$ cat src/inc/pwlc_pkg.sv
// package: register map, field layout, reset values and timing for the clock/watchdog/low-power control block
// What this block does
// - power-off bit disables pll; cpu clock is oscillator through divider only.
// - off or bypass: divide by 4 for select 0/1, 2 for 2, 1 for 3.
// - after power-up or external reset the clock comes up in bypass.
// - ratio zero selects bypass; pll keeps running but is not used.
// - nonzero ratio n enables pll; locked clock is osc times n over divider.
// - every ratio write falls back to bypass until the pll reports lock.
// - on oscillator loss in enabled or bypass mode a limp clock keeps running.
// - in bypass, limp clock is switched in automatically once clock was seen.
// - watchdog counter freezes while the input clock is missing.
// - clock failure issues internal reset and sets readable missing-clock flag.
// - 8-bit up counter; at maximum drives 512-cycle low reset unless disabled.
// - key sequence 0x55 then 0xAA clears the watchdog counter.
// - in standby watchdog runs on oscillator and its interrupt can wake.
// - in idle watchdog interrupt reaches cpu via interrupt expander.
// - mode field: idle 00, standby 01, halt 1x; idle needs no action.
// - idle all clocks on; standby stops cpu clock, osc and pll keep running; halt stops osc, pll, watchdog.
// - idle exits on reset, watchdog interrupt, enabled interrupt or nonmaskable interrupt.
// - standby wake on selected port a lines qualified for programmed osc clocks.
// - halt wakes on external reset or selected port a line.
// - low-power entry or exit never changes output pin states.
// - ratio and status reset only on external or watchdog reset.
package pwlc_pkg;
  // ==========================================
  // register offsets (byte addresses)
  localparam logic [7:0] PWLC_PLL_STATUS_OFS = 8'h00;
  localparam logic [7:0] PWLC_PLL_RATIO_OFS = 8'h04;
  localparam logic [7:0] PWLC_LOW_POWER_OFS = 8'h08;
  localparam logic [7:0] PWLC_WAKE_SEL_OFS = 8'h0C;
  localparam logic [7:0] PWLC_WD_CTRL_OFS = 8'h10;
  localparam logic [7:0] PWLC_WD_KEY_OFS = 8'h14;
  localparam logic [7:0] PWLC_WD_COUNT_OFS = 8'h18;
  localparam logic [7:0] PWLC_SYS_STATUS_OFS = 8'h1C;
  // ==========================================
  // field positions
  localparam int PWLC_STS_LOCKED_BIT = 0;
  localparam int PWLC_STS_OFF_BIT = 3;
  localparam int PWLC_STS_CPU_CLOCK_IN_DIVIDE_SELECT_LSB = 7;
  localparam int PWLC_WDC_DISABLE_BIT = 6;
  localparam int PWLC_LPM_QUAL_LSB = 2;
  localparam int PWLC_LPM_WDWAKE_BIT = 15;
  localparam int PWLC_SYS_MCLK_BIT = 0;
  localparam int PWLC_SYS_WDFLAG_BIT = 1;
  localparam int PWLC_SYS_WDOUT_BIT = 2;
  // ==========================================
  // reset values and keys
  localparam logic [3:0] PWLC_RATIO_RESET = 4'h0;
  localparam logic [1:0] PWLC_CPU_CLOCK_IN_DIVIDE_SELECT_RESET = 2'h0;
  localparam logic [5:0] PWLC_QUAL_RESET = 6'h00;
  localparam logic [31:0] PWLC_WAKE_SEL_RESET = 32'h00000000;
  localparam logic [7:0] PWLC_WD_KEY1 = 8'h55;
  localparam logic [7:0] PWLC_WD_KEY2 = 8'hAA;
  localparam logic [7:0] PWLC_WD_MAX = 8'hFF;
  localparam logic [31:0] PWLC_BUS_UNMAPPED = 32'h00000000;
  // ==========================================
  // timing
  localparam int PWLC_WD_PULSE_CYCLES = 512;
  localparam int PWLC_PLL_SETTLE_CYCLES = 131072;
  localparam int PWLC_WD_PRESCALE = 512;
  localparam int PWLC_OSC_MISS_CYCLES = 16;
  // ==========================================
  // types
  typedef enum logic [1:0] {
    PWLC_CLK_BYPASS,
    PWLC_CLK_LOCKING,
    PWLC_CLK_PLL,
    PWLC_CLK_OFF
  } pwlc_clk_mode_t;
  typedef enum logic [1:0] {
    PWLC_LP_RUN,
    PWLC_LP_IDLE,
    PWLC_LP_STANDBY,
    PWLC_LP_HALT
  } pwlc_lp_state_t;
  typedef struct packed {
    logic [3:0] ratio;
    logic [1:0] cpu_clock_in_divide_select;
    logic use_pll;
    logic use_limp;
    logic pll_powered;
  } pwlc_clk_sel_t;
endpackage

$ cat src/hdl/pwlc_ctrl.sv
// clock select, watchdog and low-power sequencer with a wishbone register port
`timescale 1ns/1ps
module pwlc_ctrl #(
  parameter int PLL_LOCK_CYCLES = pwlc_pkg::PWLC_PLL_SETTLE_CYCLES
) (
  input wire logic clk_i,
  input wire logic rst_i,
  input wire logic external_reset_n_i,
  input wire logic osc_clock_tick_i,
  input wire logic [31:0] port_a_i,
  input wire logic enabled_int_i,
  input wire logic ext_nonmaskable_int_i,
  input wire logic idle_request_i,
  input wire logic wb_cyc_i,
  input wire logic wb_stb_i,
  input wire logic wb_we_i,
  input wire logic [7:0] wb_adr_i,
  input wire logic [3:0] wb_sel_i,
  input wire logic [31:0] wb_dat_i,
  output logic [31:0] wb_dat_o,
  output logic wb_ack_o,
  output pwlc_pkg::pwlc_clk_sel_t clk_sel_o,
  output logic cpu_clock_en_o,
  output logic osc_run_o,
  output logic watchdog_reset_pulse_n_o,
  output logic watchdog_wake_int_o,
  output logic missing_clock_reset_o,
  output logic wake_o,
  output logic [1:0] lp_state_o
);
  // ==========================================
  // registers
  logic [3:0] ratio_reg;
  logic [1:0] cpu_clock_in_divide_select_reg;
  logic pll_off_reg;
  logic [1:0] lpm_mode_reg;
  logic [5:0] qual_reg;
  logic wd_wake_en_reg;
  logic [31:0] wake_sel_reg;
  logic wd_disable_reg;
  logic wd_flag_reg;
  logic [7:0] wd_count_reg;
  logic [9:0] wd_pre_reg;
  logic key_armed_reg;
  logic [9:0] wd_pulse_reg;
  logic mclk_flag_reg;
  logic seen_osc_reg;
  logic [4:0] miss_cnt_reg;
  logic [17:0] lock_cnt_reg;
  logic mrst_reg;
  logic ack_reg;
  logic [31:0] rdata_reg;
  logic [5:0] qual_cnt_reg;
  pwlc_pkg::pwlc_clk_mode_t clk_mode_reg;
  pwlc_pkg::pwlc_lp_state_t lp_reg;
  pwlc_pkg::pwlc_lp_state_t lp_next;
  pwlc_pkg::pwlc_clk_mode_t clk_mode_next;

  // ==========================================
  // bus decode
  wire req = wb_cyc_i && wb_stb_i && !ack_reg;
  // writes land on the edge where the master sees ack high
  wire wr = wb_cyc_i && wb_stb_i && ack_reg && wb_we_i && wb_sel_i[0];
  wire wr_sts = wr && (wb_adr_i == pwlc_pkg::PWLC_PLL_STATUS_OFS);
  wire wr_ratio = wr && (wb_adr_i == pwlc_pkg::PWLC_PLL_RATIO_OFS);
  wire wr_lpm = wr && (wb_adr_i == pwlc_pkg::PWLC_LOW_POWER_OFS);
  wire wr_wsel = wr && (wb_adr_i == pwlc_pkg::PWLC_WAKE_SEL_OFS);
  wire wr_wdc = wr && (wb_adr_i == pwlc_pkg::PWLC_WD_CTRL_OFS);
  wire wr_key = wr && (wb_adr_i == pwlc_pkg::PWLC_WD_KEY_OFS);
  wire wr_sys = wr && (wb_adr_i == pwlc_pkg::PWLC_SYS_STATUS_OFS);

  // ==========================================
  // clock supervision
  wire osc_missing = seen_osc_reg && (miss_cnt_reg == 5'(pwlc_pkg::PWLC_OSC_MISS_CYCLES));
  wire osc_ok = osc_clock_tick_i && !osc_missing;
  wire locked = (clk_mode_reg == pwlc_pkg::PWLC_CLK_PLL);
  wire ext_rst = rst_i || !external_reset_n_i;
  wire wd_pre_end = (wd_pre_reg == 10'(pwlc_pkg::PWLC_WD_PRESCALE - 1));
  wire wd_fire = !wd_disable_reg && (wd_count_reg == pwlc_pkg::PWLC_WD_MAX) && wd_pre_end;
  // ratio and status cleared only by external or watchdog reset
  wire pll_rst = ext_rst || wd_fire;
  wire halted = (lp_reg == pwlc_pkg::PWLC_LP_HALT);
  // watchdog only advances on a real oscillator tick, not on limp clock or in halt
  wire wd_tick = osc_ok && !halted && !wd_disable_reg;

  always_comb begin
    clk_mode_next = clk_mode_reg;
    case (clk_mode_reg)
      pwlc_pkg::PWLC_CLK_BYPASS: if (ratio_reg != 4'h0) clk_mode_next = pwlc_pkg::PWLC_CLK_LOCKING;
      pwlc_pkg::PWLC_CLK_LOCKING: if (lock_cnt_reg == 18'(PLL_LOCK_CYCLES - 1)) clk_mode_next = pwlc_pkg::PWLC_CLK_PLL;
      pwlc_pkg::PWLC_CLK_PLL: clk_mode_next = pwlc_pkg::PWLC_CLK_PLL;
      pwlc_pkg::PWLC_CLK_OFF: if (!pll_off_reg) clk_mode_next = pwlc_pkg::PWLC_CLK_BYPASS;
      default: clk_mode_next = pwlc_pkg::PWLC_CLK_BYPASS;
    endcase
    if (wr_ratio) begin
      clk_mode_next = pwlc_pkg::PWLC_CLK_BYPASS;
    end
    if (pll_off_reg) begin
      clk_mode_next = pwlc_pkg::PWLC_CLK_OFF;
    end
  end

  always_ff @(posedge clk_i) begin
    if (pll_rst) begin
      ratio_reg <= pwlc_pkg::PWLC_RATIO_RESET;
      cpu_clock_in_divide_select_reg <= pwlc_pkg::PWLC_CPU_CLOCK_IN_DIVIDE_SELECT_RESET;
      pll_off_reg <= 1'b0;
      clk_mode_reg <= pwlc_pkg::PWLC_CLK_BYPASS;
      lock_cnt_reg <= 18'h00000;
    end else begin
      if (wr_ratio) begin
        ratio_reg <= wb_dat_i[3:0];
      end
      if (wr_sts) begin
        pll_off_reg <= wb_dat_i[pwlc_pkg::PWLC_STS_OFF_BIT];
        cpu_clock_in_divide_select_reg <= wb_dat_i[pwlc_pkg::PWLC_STS_CPU_CLOCK_IN_DIVIDE_SELECT_LSB +: 2];
      end
      clk_mode_reg <= clk_mode_next;
      if (clk_mode_reg == pwlc_pkg::PWLC_CLK_LOCKING && !wr_ratio) begin
        lock_cnt_reg <= lock_cnt_reg + 18'h00001;
      end else begin
        lock_cnt_reg <= 18'h00000;
      end
    end
  end

  // oscillator watch: missing once seen and silent for too long
  always_ff @(posedge clk_i) begin
    if (rst_i) begin
      seen_osc_reg <= 1'b0;
      miss_cnt_reg <= 5'h00;
      mrst_reg <= 1'b0;
    end else begin
      if (osc_clock_tick_i) begin
        seen_osc_reg <= 1'b1;
        miss_cnt_reg <= 5'h00;
      end else if (seen_osc_reg && !osc_missing && !halted) begin
        miss_cnt_reg <= miss_cnt_reg + 5'h01;
      end
      mrst_reg <= osc_missing && !mclk_flag_reg;
    end
  end

  // ==========================================
  // watchdog
  always_ff @(posedge clk_i) begin
    if (ext_rst) begin
      wd_count_reg <= 8'h00;
      wd_pre_reg <= 10'h000;
      key_armed_reg <= 1'b0;
      wd_pulse_reg <= 10'h000;
      wd_disable_reg <= 1'b0;
      wd_flag_reg <= 1'b0;
    end else begin
      if (wr_wdc) begin
        wd_disable_reg <= wb_dat_i[pwlc_pkg::PWLC_WDC_DISABLE_BIT];
      end
      if (wr_key) begin
        key_armed_reg <= (wb_dat_i[7:0] == pwlc_pkg::PWLC_WD_KEY1);
      end
      if (wr_key && key_armed_reg && wb_dat_i[7:0] == pwlc_pkg::PWLC_WD_KEY2) begin
        wd_count_reg <= 8'h00;
        wd_pre_reg <= 10'h000;
      end else if (wd_tick) begin
        wd_pre_reg <= wd_pre_end ? 10'h000 : wd_pre_reg + 10'h001;
        if (wd_pre_end) begin
          wd_count_reg <= wd_count_reg + 8'h01;
        end
      end
      if (wd_fire && wd_tick) begin
        wd_pulse_reg <= 10'(pwlc_pkg::PWLC_WD_PULSE_CYCLES);
        wd_flag_reg <= 1'b1;
      end else begin
        if (wd_pulse_reg != 10'h000 && osc_ok) begin
          wd_pulse_reg <= wd_pulse_reg - 10'h001;
        end
        if (wr_sys && wb_dat_i[pwlc_pkg::PWLC_SYS_WDFLAG_BIT]) begin
          wd_flag_reg <= 1'b0;
        end
      end
    end
  end

  // missing clock flag survives its own reset
  always_ff @(posedge clk_i) begin
    if (ext_rst) begin
      mclk_flag_reg <= 1'b0;
    end else if (osc_missing) begin
      mclk_flag_reg <= 1'b1;
    end else if (wr_sys && wb_dat_i[pwlc_pkg::PWLC_SYS_MCLK_BIT]) begin
      mclk_flag_reg <= 1'b0;
    end
  end

  // ==========================================
  // low-power sequencer
  wire [31:0] wake_lines = ~port_a_i & wake_sel_reg;
  wire wake_low = |wake_lines;
  wire qualified = wake_low && (qual_cnt_reg >= qual_reg);
  wire wd_int = wd_flag_reg;

  always_comb begin
    lp_next = lp_reg;
    case (lp_reg)
      pwlc_pkg::PWLC_LP_RUN: begin
        if (idle_request_i) begin
          case (lpm_mode_reg)
            2'b00: lp_next = pwlc_pkg::PWLC_LP_IDLE;
            2'b01: lp_next = pwlc_pkg::PWLC_LP_STANDBY;
            default: lp_next = pwlc_pkg::PWLC_LP_HALT;
          endcase
        end
      end
      pwlc_pkg::PWLC_LP_IDLE: begin
        if (wd_int || enabled_int_i || ext_nonmaskable_int_i) lp_next = pwlc_pkg::PWLC_LP_RUN;
      end
      pwlc_pkg::PWLC_LP_STANDBY: begin
        if ((wd_int && wd_wake_en_reg) || qualified || ext_nonmaskable_int_i) lp_next = pwlc_pkg::PWLC_LP_RUN;
      end
      pwlc_pkg::PWLC_LP_HALT: begin
        if (wake_low || ext_nonmaskable_int_i) lp_next = pwlc_pkg::PWLC_LP_RUN;
      end
      default: lp_next = pwlc_pkg::PWLC_LP_RUN;
    endcase
  end

  always_ff @(posedge clk_i) begin
    if (ext_rst) begin
      lp_reg <= pwlc_pkg::PWLC_LP_RUN;
      qual_cnt_reg <= 6'h00;
      lpm_mode_reg <= 2'b00;
      qual_reg <= pwlc_pkg::PWLC_QUAL_RESET;
      wd_wake_en_reg <= 1'b0;
      wake_sel_reg <= pwlc_pkg::PWLC_WAKE_SEL_RESET;
    end else begin
      lp_reg <= lp_next;
      if (wr_lpm) begin
        lpm_mode_reg <= wb_dat_i[1:0];
        qual_reg <= wb_dat_i[pwlc_pkg::PWLC_LPM_QUAL_LSB +: 6];
        wd_wake_en_reg <= wb_dat_i[pwlc_pkg::PWLC_LPM_WDWAKE_BIT];
      end
      if (wr_wsel) begin
        wake_sel_reg <= wb_dat_i;
      end
      if (!wake_low || lp_reg != pwlc_pkg::PWLC_LP_STANDBY) begin
        qual_cnt_reg <= 6'h00;
      end else if (osc_ok && !qualified) begin
        qual_cnt_reg <= qual_cnt_reg + 6'h01;
      end
    end
  end

  // ==========================================
  // register read
  wire [31:0] sts_word = {23'h0, cpu_clock_in_divide_select_reg, 3'h0, pll_off_reg, 2'h0, locked};
  wire [31:0] lpm_word = {16'h0, wd_wake_en_reg, 7'h0, qual_reg, lpm_mode_reg};
  wire [31:0] sys_word = {29'h0, !watchdog_reset_pulse_n_o, wd_flag_reg, mclk_flag_reg};
  wire [31:0] rd_mux =
    (wb_adr_i == pwlc_pkg::PWLC_PLL_STATUS_OFS) ? sts_word :
    (wb_adr_i == pwlc_pkg::PWLC_PLL_RATIO_OFS) ? {28'h0, ratio_reg} :
    (wb_adr_i == pwlc_pkg::PWLC_LOW_POWER_OFS) ? lpm_word :
    (wb_adr_i == pwlc_pkg::PWLC_WAKE_SEL_OFS) ? wake_sel_reg :
    (wb_adr_i == pwlc_pkg::PWLC_WD_CTRL_OFS) ? {25'h0, wd_disable_reg, 6'h0} :
    (wb_adr_i == pwlc_pkg::PWLC_WD_COUNT_OFS) ? {24'h0, wd_count_reg} :
    (wb_adr_i == pwlc_pkg::PWLC_SYS_STATUS_OFS) ? sys_word :
    pwlc_pkg::PWLC_BUS_UNMAPPED;

  always_ff @(posedge clk_i) begin
    if (rst_i) begin
      ack_reg <= 1'b0;
      rdata_reg <= 32'h00000000;
    end else begin
      ack_reg <= req;
      rdata_reg <= rd_mux;
    end
  end

  // ==========================================
  // outputs
  assign wb_ack_o = ack_reg;
  assign wb_dat_o = rdata_reg;
  assign clk_sel_o.ratio = ratio_reg;
  assign clk_sel_o.cpu_clock_in_divide_select = cpu_clock_in_divide_select_reg;
  assign clk_sel_o.use_pll = locked;
  assign clk_sel_o.use_limp = osc_missing && !pll_off_reg;
  assign clk_sel_o.pll_powered = !pll_off_reg && !halted;
  // output pins are untouched: only clock enables change
  assign cpu_clock_en_o = (lp_reg == pwlc_pkg::PWLC_LP_RUN) || (lp_reg == pwlc_pkg::PWLC_LP_IDLE);
  assign osc_run_o = !halted;
  assign watchdog_reset_pulse_n_o = (wd_pulse_reg == 10'h000);
  assign watchdog_wake_int_o = wd_int;
  assign missing_clock_reset_o = mrst_reg;
  assign wake_o = (lp_reg != pwlc_pkg::PWLC_LP_RUN) && (lp_next == pwlc_pkg::PWLC_LP_RUN);
  assign lp_state_o = lp_reg;
endmodule

$ cat config.mk
export PLATFORM = sky130hd
export DESIGN_NAME = pwlc_ctrl
export DESIGN_NICKNAME = d
export VERILOG_FILES = /design/src/inc/pwlc_pkg.sv /design/src/hdl/pwlc_ctrl.sv
export SDC_FILE = /design/constraint.sdc
export NUM_CORES = 1
export LEC_CHECK = 0
export ABC_AREA = 1
export BUFFER_PORTS_ARGS = -buffer_cell sky130_fd_sc_hd__buf_4
export CORE_ASPECT_RATIO = 0.75
export CORE_UTILIZATION = 60
export DETAILED_ROUTE_END_ITERATION = 6
export HOLD_SLACK_MARGIN = 0.12
export PLACE_DENSITY = 0.86
export SYNTH_ARGS = -nofsm -noshare
export SYNTH_HDL_FRONTEND = slang
export SYNTH_SLANG_ARGS = --single-unit
$ cat constraint.sdc
create_clock -name clk_i -period 4.9 [get_ports clk_i]
set_input_delay 0.735 -clock clk_i [delete_from_list [all_inputs] [get_ports clk_i]]
set_output_delay 0.735 -clock clk_i [all_outputs]
set_load 0.1 [all_outputs]
# == Yosys cells after proc, flatten, opt, wreduce, memory -nomap -nowiden ==
# Index checks and enable logic that the tools add are counted.
# word_totals
register_bits,148
out_inout_bits,50
# classes
addsub,6
magnitude_cmp,1
eq_ne,23
muxes,25
bitwise_logic,3
reduce_logical,77
# op_table
op,count
$logic_and 1x1->1,34
$and 32x32->32,1
$eq 8x5->1 const B,4
$mux 32,1
$not 32->32,1
$reduce_or 32->1,1
$mux 10,3
$add 18x1->18 const B,1
$eq 18x17->1 const B,1
$mux 9,2
$eq 8x4->1 const B,2
$eq 8x8->1 const B,2
$mux 16,1
$mux 2,8
$mux 8,2
$pmux 2 s4,2
$reduce_or 2->1,6
$logic_not 1->1,11
$add 10x1->10 const B,1
$eq 10x9->1 const B,1
$logic_not 10->1,1
$reduce_bool 10->1,1
$sub 10x1->10 const B,1
$logic_or 1x1->1,9
22 further kinds,38

# == Logic depth before layout (Yosys ltp) ==
# Gate-level depths: netlist (run 1).
# logic_depth
depth_word,10
ltp_mapped,12

# == Least setup slack after synthesis (run 1) ==
# Ideal clock, no wire load.
# synth_path
kind,reg2out
from,register lp_reg[1] (netlist: lp_state_o[1])
to,output port wake_o
arrival_ps,3314
setup_slack_ps,851
stages_incl_launch_ff,5
n_path_buf,0
path_cell_list,dfxtp_1 -> inv_1 -> nand3_1 -> nand3b_1 -> nor2_1
# synth_via
elab_chain_len,4
# synth_lines
element,line,text
"start, declared",pwlc_ctrl.sv:55,pwlc_pkg::pwlc_lp_state_t lp_reg;
"start signal, assigned",pwlc_ctrl.sv:229,lp_reg <= pwlc_pkg::PWLC_LP_RUN;
"start signal, assigned",pwlc_ctrl.sv:236,lp_reg <= lp_next;
"$eq 2x2->1, or another cell as far along",pwlc_ctrl.sv:204,case (lp_reg)
$pmux 2 s4,pwlc_ctrl.sv:204,
$logic_not 2->1,pwlc_ctrl.sv:293,assign wake_o = (lp_reg != pwlc_pkg::PWLC_LP_RUN) && (lp_next == pwlc_pkg::PWLC_LP_RUN);
$logic_and 1x1->1 (*),pwlc_ctrl.sv:293,
"end, declared",pwlc_ctrl.sv:28,"output logic wake_o,"
# Mark *: on every way between the ends. The rest lies on a longest branch, timed or not.

# == Worst setup path after layout (run 1) ==
# layout_path
from,register qual_cnt_reg[0]
to,output port wake_o
# layout_via
elab_chain_len,8
# layout_lines
element,line,text
"start, declared",pwlc_ctrl.sv:53,logic [5:0] qual_cnt_reg;
"start signal, assigned",pwlc_ctrl.sv:248,qual_cnt_reg <= qual_cnt_reg + 6'h01;
$ge 6x6->1,pwlc_ctrl.sv:199,wire qualified = wake_low && (qual_cnt_reg >= qual_reg);
$logic_and 1x1->1,pwlc_ctrl.sv:199,
$logic_or 1x1->1 (2 in a row),pwlc_ctrl.sv:218,if ((wd_int && wd_wake_en_reg) || qualified || ext_nonmaskable_int_i) lp_next = pwlc_pkg::PWLC_LP_RUN;
$mux 2,pwlc_ctrl.sv:218,
$pmux 2 s4,pwlc_ctrl.sv:204,
$logic_not 2->1,pwlc_ctrl.sv:293,
$logic_and 1x1->1,pwlc_ctrl.sv:293,
# No other way between the ends.

==> impl_metrics.ini, run 1 <==
[floorplanning]
coreArea_um2 = 11100
rows = 33
die_w_um = 126
start_util = 0.626
ios = 136
dieArea_um2 = 12000
dieHeight_um = 95.2

[place]
hpwlAfterDp_um = 13300
portBuffers = 132
place_area_um2 = 8020
gp_congestion = 0.928

[clock_tree]
worstSkewPairLatency_ps = 420
cts_buffers = 17
cts_tree = done
cts_resized = 0
path_clk_slew_ps = 60
htree_levels = 4
clockRootBuffer = clkbuf_16
cts_sinks = 148
hold_buffers = 0
cts_buffer_depth = 2
cts_setup_buffers = 0

[detailed_routing]
wl_um = 18500
wire_per_inst_um = 14.8
drt_iter0_markers = 753
via_per_inst = 5.52
ant_nets = 0
drc = 0
via_count = 6910
dr.pass1.iters = 7

[min_path]
min_path_type = reg -> reg

[critical_path]
worstPathBufferInverterCount = 3
r2r_end = wd_pre_reg[3]$_SDFFE_PP0P_
cp.depth = 11
crit_slowest_cell = dfxtp_1
arrival_ps = 2380
critical_path.endpoint = wake_o
r2r_setup_slack_ps = 2760
slowest_delay_ps = 360
cp_cell_sequence = inv_1, ha_1, inv_1, a21boi_0, o21ai_0, nand3_1, nand2_1, nand2_1, nand2_1, nor2_1, buf_4
cp_max_fo = 8
required_ps = 4160
crit_family = simple AND/OR/NAND/NOR gates
startpoint = qual_cnt_reg[0]$_SDFFE_PP0P_
crit_type = reg -> out
path_common_cell = nand2_1
cp-start-kind = flop
reg2regPathDepth = 9
end_kind = output pin
r2r-start = wb_ack_o$_SDFF_PP0_

[grt]
grt_overflow = 0
grt_max_degree = 44
antenna_found_initial = 0
grt_util_all_layers = 0.316
first_global_vias = 6054
grt_pass1_wl_um = 29600

[synth]
synth_area_um2 = 6950
synth-main-ff-cell = dfxtp_1
synth_edf_count = 0
yosys_warnings = 0
synth_top_area_frac = 0.426
ys_seq_area_frac = 0.426
synthTopCellsByArea = dfxtp_1 (43%), nand2_1 (11%), inv_1 (7.8%)
async_reset_ff_frac = 0
ys_types = 42
syn_inst = 966
synthesis.nets = 1069
synth_seq_cells = 148
synth_area_per_cell_um2 = 7.20
yosysTopAreaCell = dfxtp_1

[timing]
fmax_mhz = 321
fin_crit_sh = 0.636
skew_ps = 7.26
hold_violations = 0
relSlewSlack = 0.420
drv_slew = 0
finalCriticalPeriod_ps = 3120
finalSetupTns_ps = 0
rsz0062_at_grt = false
setup_viol = 0
worst_slew_pin_slew_ps = 868

[final_layout]
layout_common_cells = nand2_1 (201), dfxtp_1 (148), inv_1 (144), buf_4 (134), nor2_1 (106)
area_growth_pct = 24.7
fin_area_um2 = 8670
final_common_cell = nand2_1
diodes = 0
final_nets = 1202
layout-drive-gt1-share = 0.179

[power]
power_density_nw_per_um2 = 318
p_leak_uw = 0.00375
max-vdd-ir-drop_mv = 0.247

[status]
status = finished clean

[run]
cap_violations = 0
[per-stage QoR]
step | utilization | std cells | power (uW) | setup WS (ps) | hold slack (ps)
after CTS | 0.781 | 1252 | 2760 | 1820 | 451
after floorplan | - | 966 | 1290 | 851 | 423
final | 0.781 | 1252 | 2760 | 1780 | 448
after detailed placement | 0.722 | 1220 | 1360 | 1640 | 438
after global routing | 0.781 | 1252 | 2830 | 1580 | 458
after global placement | 0.722 | 1220 | 1350 | 1770 | 442
[worst min-delay path, delay by kind of cell, from the launching register on]
family	cells	cell delay, ps
DFF	1	310
and+or+nand+nor	1	40
buffers and inverters	1	60
[layer usage]
layer  GRT usage  wire length, um
met1       0.425             8190
met3      0.0673             1810
met5           0                0
met2       0.514             8300
met4      0.0944              235
[power breakdown]
part / internal [uW] / switching (uW)
sequential: 1210 / 2.66
clock: 892 / 534
combinational: 56.9 / 67.6
[cell usage after synthesis, drive strengths merged, types with 7 or more instances]
cell    count
a21oi      94
buf        12
clkbuf      8
dfxtp     148
ha         17
inv       149
nand2     204
nand3      48
nand4      18
nor2      119
nor3       26
o21ai      65
xnor2       7
xor2       21
[cells by family after synthesis]
family                   after synthesis  synth area share
adder cells (fa/ha/maj)               17            0.0306
buffers and inverters                169            0.0970
flip-flops                           148             0.426
AO/OA/AOI/OAI                        173             0.133
XOR/XNOR                              28            0.0353
AND/OR/NAND/NOR                      431             0.278
[worst min path at each step]
stage / endpoint / start / depth (start not counted)
CTS: wb_dat_o[9]$_SDFF_PP0_ / wake_sel_reg[9]$_SDFFE_PP0P_ / 2
detailed placement: wb_ack_o$_SDFF_PP0_ / wb_ack_o$_SDFF_PP0_ / 1
global placement: wb_dat_o[13]$_SDFF_PP0_ / wake_sel_reg[13]$_SDFFE_PP0P_ / 2
floorplan: missing_clock_reset_o$_SDFF_PP0_ / mclk_flag_reg$_SDFFE_PP0P_ / 1
global route: wb_dat_o[9]$_SDFF_PP0_ / wake_sel_reg[9]$_SDFFE_PP0P_ / 2
finish: wb_dat_o[9]$_SDFF_PP0_ / wake_sel_reg[9]$_SDFFE_PP0P_ / 2
[cell type report]
cell class / count / area, um2
multi-input cells: 649 / 3320
flip-flops and latches: 148 / 2960
fillers: 810 / 2430
repair buffers: 134 / 1010
inverters: 149 / 562
clock buffers: 20 / 457
clock inverters: 12 / 193
well taps: 140 / 175
Power figures use the tool's default switching activity.
==> run 2: changes to the inputs <==
--- a/config.mk
+++ b/config.mk
@@ -5,13 +5,13 @@
 export SDC_FILE = /design/constraint.sdc
 export NUM_CORES = 1
 export LEC_CHECK = 0
-export ABC_AREA = 1
+export ABC_AREA = 0
 export BUFFER_PORTS_ARGS = -buffer_cell sky130_fd_sc_hd__buf_4
 export CORE_ASPECT_RATIO = 0.75
-export CORE_UTILIZATION = 60
+export CORE_UTILIZATION = 50
 export DETAILED_ROUTE_END_ITERATION = 6
 export HOLD_SLACK_MARGIN = 0.12
-export PLACE_DENSITY = 0.86
+export PLACE_DENSITY = 0.77
 export SYNTH_ARGS = -nofsm -noshare
 export SYNTH_HDL_FRONTEND = slang
 export SYNTH_SLANG_ARGS = --single-unit
==> constraint.sdc (replaced) <==
create_clock -name clk_i -period 2.51 [get_ports clk_i]
set_input_delay 0.3765 -clock clk_i [delete_from_list [all_inputs] [get_ports clk_i]]
set_output_delay 0.3765 -clock clk_i [all_outputs]
set_load 0.1 [all_outputs]
==> run 2 against run 1 <==
Sequential power rose by 95%. Worst hold slack got worse by 250 ps. Combinational power rose by 94%. Critical endpoint unchanged. Largest cell class unchanged.
==> impl_metrics.ini, run 2 <==
[synth]
async_reset_ff_frac = 0
synth_top_area_frac = 0.444
synth_area_um2 = 6680
syn_inst = 768
ys_seq_area_frac = 0.444
synthTopCellsByArea = dfxtp_1 (44%), nand2_1 (5.5%), nor2_1 (4.3%)
yosys_warnings = 0
yosys-top-cells-count = dfxtp_1 (148), nand2_1 (97), nor2_1 (77)
synthesis.nets = 871
synth_edf_count = 0
yosysTopAreaCell = dfxtp_1
yosysMostFrequentCell = dfxtp_1
synth_area_per_cell_um2 = 8.69
synth_seq_cells = 148
ys_types = 65
synth-main-ff-cell = dfxtp_1

[detailed_routing]
via_per_inst = 5.55
drc = 0
dr.pass1.iters = 5
wire_per_inst_um = 16.5
wl_um = 18100
drt_iter0_markers = 603
ant_nets = 0
via_count = 6070

[clock_tree]
clockRootBuffer = clkbuf_16
cts_buffer_depth = 2
worstSkewPairLatency_ps = 420
cts_buffers = 17
path_clk_slew_ps = 60
cts_sinks = 148
cts_tree = done
htree_levels = 4
hold_buffers = 0

[grt]
use_met3 = 0.0640
grt_use_met2 = 0.411
antenna_found_initial = 0
grt_util_all_layers = 0.264
gr-max-usage-layer = met2
met1_usage = 0.363
grt_pass1_wl_um = 28000
grt_max_degree = 35
first_global_vias = 5595
grt_overflow = 0

[timing]
hold_violations = 0
finalCriticalPeriod_ps = 2440
worst_slew_pin_slew_ps = 624
fin_crit_sh = 0.971
fmax_mhz = 410
drv_slew = 0
setup_ws_ps = 71.9
relSlewSlack = 0.580
skew_ps = 10.1
setup_viol = 0

[power]
max-vdd-ir-drop_mv = 0.607
power_density_nw_per_um2 = 645
p_leak_uw = 0.00330

[floorplanning]
rows = 36
die_w_um = 135
dieHeight_um = 102
start_util = 0.513
coreArea_um2 = 13000
ios = 136
dieArea_um2 = 13800

[final_layout]
area_growth_pct = 30.3
layout-drive-gt1-share = 0.245
diodes = 0
final_common_cell = buf_4
layout_common_cells = buf_4 (153), dfxtp_1 (137), nand2_1 (96), nor2_1 (76), a21oi_1 (54)
final_nets = 1013
fin_util = 0.668
fillers = 1056

[critical_path]
cp-start-kind = flop
required_ps = 2130
arrival_ps = 2060
crit_type = reg -> out
end_kind = output pin
cp_max_fo = 4

[place]
portBuffers = 132
hpwlAfterDp_um = 12500
gp_congestion = 0.836
dp_worst_setup_slack_ps = 181

[min_path]
min_path_type = in -> reg

[status]
status = finished clean

[run]
cap_violations = 0
run 2: cell types whose count changed in the layout (fill, tap and decap cells not counted), moves of 9 or more:
cell,change
nor2_1,-30
buf_4,+19
nand3_1,-15
dfxtp_2,+9
and2_1,+30
nor4_1,+11
nand2_1,-105
dfxtp_1,-11
o21ai_0,-58
mux2i_1,+16
a21oi_1,-38
inv_1,-116
nand2b_1,+27
xnor2_1,+17
run 2: final timing paths:
path / from / endpoint / slack (ps) / cells past startpoint
hold / removal: wb_dat_i[23] / wake_sel_reg[23]$_SDFFE_PP0P_ / 200 / 3
setup / recovery: wake_sel_reg[1]$_SDFFE_PP0P_ / wake_o / 70 / 7
hold reg to reg: mclk_flag_reg$_SDFFE_PP0P_ / missing_clock_reset_o$_SDFF_PP0_ / 460 / 1
setup reg to reg: wd_count_reg[0]$_SDFFE_PP0P_ / wd_pulse_reg[8]$_SDFFE_PP0P_ / 330 / 6
run 2: cell type report:
cell class	instances	area, um2	area share
inverters	30	116	0.0134
flip-flops and latches	148	2980	0.343
clock buffers	17	425	0.0489
repair buffers	155	1190	0.137
well taps	171	214	0.0246
multi-input cells	558	3490	0.402
clock inverters	15	277	0.0318
run 2: kinds of logic (layout without fill, tap and decap cells):
kind of cell,count (synthesis),after routing,share of synthesized area
and+or+nand+nor,359,359,0.278
DFF,148,148,0.444
AOI/OAI and AO/OA,116,116,0.114
buffers and inverters,62,217,0.0429
xor gates and xnor gates,49,49,0.0643
adders and majority gates,17,17,0.0319
muxes,17,17,0.0257
run 2: worst max-delay path: stages, from the launching register on:
cell	delay (ps)
dfxtp_1	340
nand2b_1	140
o2111ai_2	170
nor4_1	310
buf_4	200
and3b_1	210
a211oi_4	70
buf_12	200
run 2: routing by layer:
metal | part of all wire | up-vias
met5 | 0 | -
li1 | - | 2945
met4 | 0.0071 | 0
met3 | 0.085 | 14
met1 | 0.45 | 2883
met2 | 0.46 | 228
run 2: what timing repair did:
| item | CTS | global route |
|---|---|---|
| pin swaps | 3 | 7 |
| endpoints found under the setup margin | 1 | 1 |
| hold endpoints to repair | 0 | 0 |
| resized for setup | 8 | 13 |
| buffers inserted | 1 | 7 |
run 2: power breakdown:
part           total, uW  switching, uW  internal [uW]
Clock               3010           1030           1980
Sequential          2360           6.42           2350
Combinational        243            124            120
Total               5610           1160           4450
run 2: through the flow:
stage          instance area (um2)  hold slack, ps  total power (uW)  instances  TNS [ps]
2_1_floorplan                 6710             413              2500        768      -122
3_3_place_gp                  7870             452              2650       1054         0
3_5_place_dp                  7870             455              2650       1054         0
4_1_cts                       8590             198              5630       1087         0
5_1_grt                       8700             208              5770       1094     -46.9
6_report                      8700             203              5610       1094         0
==> run 3: changes to the inputs <==
--- a/config.mk
+++ b/config.mk
@@ -7,7 +7,7 @@
 export LEC_CHECK = 0
 export ABC_AREA = 0
 export BUFFER_PORTS_ARGS = -buffer_cell sky130_fd_sc_hd__buf_4
-export CORE_ASPECT_RATIO = 0.75
+export CORE_ASPECT_RATIO = 0.7
 export CORE_UTILIZATION = 50
 export DETAILED_ROUTE_END_ITERATION = 6
 export HOLD_SLACK_MARGIN = 0.12
==> constraint.sdc (replaced) <==
create_clock -name clk_i -period 2.51 [get_ports clk_i]
set_input_delay 0.3765 -clock clk_i [delete_from_list [all_inputs] [get_ports clk_i]]
set_output_delay 0.3765 -clock clk_i [all_outputs]
set_load 0.02 [all_outputs]
==> run 3 against run 2 <==
Via count down 1.2%. Sequential power about the same. Routed wire length down 2.9%. Setup slack worse by 3.7 ps. Combinational power down 7%. First-iteration DRC count down 36%. Flip-flop and latch count unchanged. Global-route usage down 0.41 points. Critical path type unchanged. Largest cell class unchanged. Highest routed layer unchanged.
==> impl_metrics.ini, run 3 (synthesis results as in run 2) <==
[status]
status = finished clean

[grt]
first_global_vias = 5387
grt_util_all_layers = 0.260
grt_overflow = 0
grt_pass1_wl_um = 28000
antenna_found_initial = 0
grt_max_degree = 49

[power]
combPwrFrac = 0.044
pwr-share-clk = 0.497
p_leak_uw = 0.00320
max-vdd-ir-drop_mv = 0.531
power_density_nw_per_um2 = 608
power.internal_uw = 3960
switching_power_uw = 1190
seqPwrFrac = 0.459
switching_share = 0.231

[critical_path]
end_kind = output pin
cp_max_fo = 5
cp-start-kind = flop
crit_type = reg -> out
arrival_ps = 2070
required_ps = 2130

[final_layout]
final_common_cell = buf_4
layout-drive-gt1-share = 0.222
final_nets = 1008
area_growth_pct = 26.7
fin_cells = 1080
layout_common_cells = buf_4 (150), dfxtp_1 (147), nand2_1 (97), nor2_1 (77), a21oi_1 (54)
fin_util = 0.665
diodes = 0
fillers = 1038

[timing]
fin_hold_ws_ps = 198
hold_violations = 0
finalCriticalPeriod_ps = 2440
setup_ws_ps = 68.2
fmax_mhz = 410
drv_slew = 0
finalSetupTns_ps = 0
skew_ps = 6.48
worst_slew_pin_slew_ps = 600
setup_viol = 0
fin_crit_sh = 0.973
rsz0062_at_grt = false
relSlewSlack = 0.597

[clock_tree]
path_clk_slew_ps = 70
cts_buffers = 17
clockRootBuffer = clkbuf_16
worstSkewPairLatency_ps = 420
htree_levels = 4
cts_sinks = 148
hold_buffers = 0
cts_buffer_depth = 2
cts_tree = done

[min_path]
min_path_type = in -> reg

[detailed_routing]
wl_um = 17500
dr.pass1.iters = 5
via_count = 5996
via_per_inst = 5.55
ant_nets = 0
drt_iter0_markers = 385
wire_per_inst_um = 16.2
drc = 0

[floorplanning]
rows = 34
start_util = 0.525
die_w_um = 140
ios = 136
dieHeight_um = 98.7
dieArea_um2 = 13800
coreArea_um2 = 12700

[place]
portBuffers = 132
dp_worst_setup_slack_ps = 388
dp.cells = 1044
gp_congestion = 0.916
hpwlAfterDp_um = 12700

[run]
cap_violations = 0
[run 3: metrics by stage]
| step | total power [uW] | area, um2 |
|---|---|---|
| global placement | 2630 | 7800 |
| detailed placement | 2630 | 7800 |
| CTS | 5170 | 8400 |
| floorplan | 2490 | 6680 |
| global route | 5300 | 8460 |
| finish | 5140 | 8460 |
[run 3: what timing repair did]
item,CTS,global route
resized for setup,2,6
setup endpoints to repair,1,2
buffers inserted,0,4
endpoints found under the hold margin,0,0
pin swaps,0,2
[run 3: area by class of cell]
type / instances / area (um2) / share of cell area
Timing Repair Buffer: 150 / 1130 / 0.133
Multi-Input combinational cell: 558 / 3460 / 0.409
Inverter: 30 / 113 / 0.0133
Clock buffer: 17 / 425 / 0.0503
Clock inverter: 15 / 169 / 0.0200
Sequential cell: 148 / 2960 / 0.350
Tap cell: 162 / 203 / 0.0240
[run 3: worst max-delay path: stages, from the launching register on]
cell      delay [ps]
dfxtp_1          350
inv_1             60
ha_1             280
and3_1           290
a21o_1           210
o21ai_2           60
a211oi_2         220
buf_4            170
[run 3: power by group through the flow]
stage | registers [uW] | clock network [uW] | logic, uW
final | 2360 | 2560 | 227
after floorplan | 2410 | 0 | 77.4
after CTS | 2360 | 2590 | 225
after detailed placement | 2410 | 0 | 223
after global placement | 2410 | 0 | 222
after global routing | 2360 | 2700 | 241
[run 3: metal layers]
metal	GRT usage	vias up	routed length, um
met3	0.0637	29	1710
met2	0.368	256	7220
met4	0.0795	0	268
li1	-	2938	-
met5	0	-	0
met1	0.384	2773	8350
[run 3: final timing paths]
check / from / endpoint / slack, ps / cells after the start
worst min-delay path: wb_dat_i[29] / wake_sel_reg[29]$_SDFFE_PP0P_ / 200 / 3
worst max-delay path: qual_reg[4]$_SDFFE_PP0P_ / wake_o / 70 / 7
worst max register to register: qual_reg[4]$_SDFFE_PP0P_ / qual_cnt_reg[4]$_SDFFE_PP0P_ / 380 / 8
worst min register to register: mclk_flag_reg$_SDFFE_PP0P_ / missing_clock_reset_o$_SDFF_PP0_ / 460 / 1
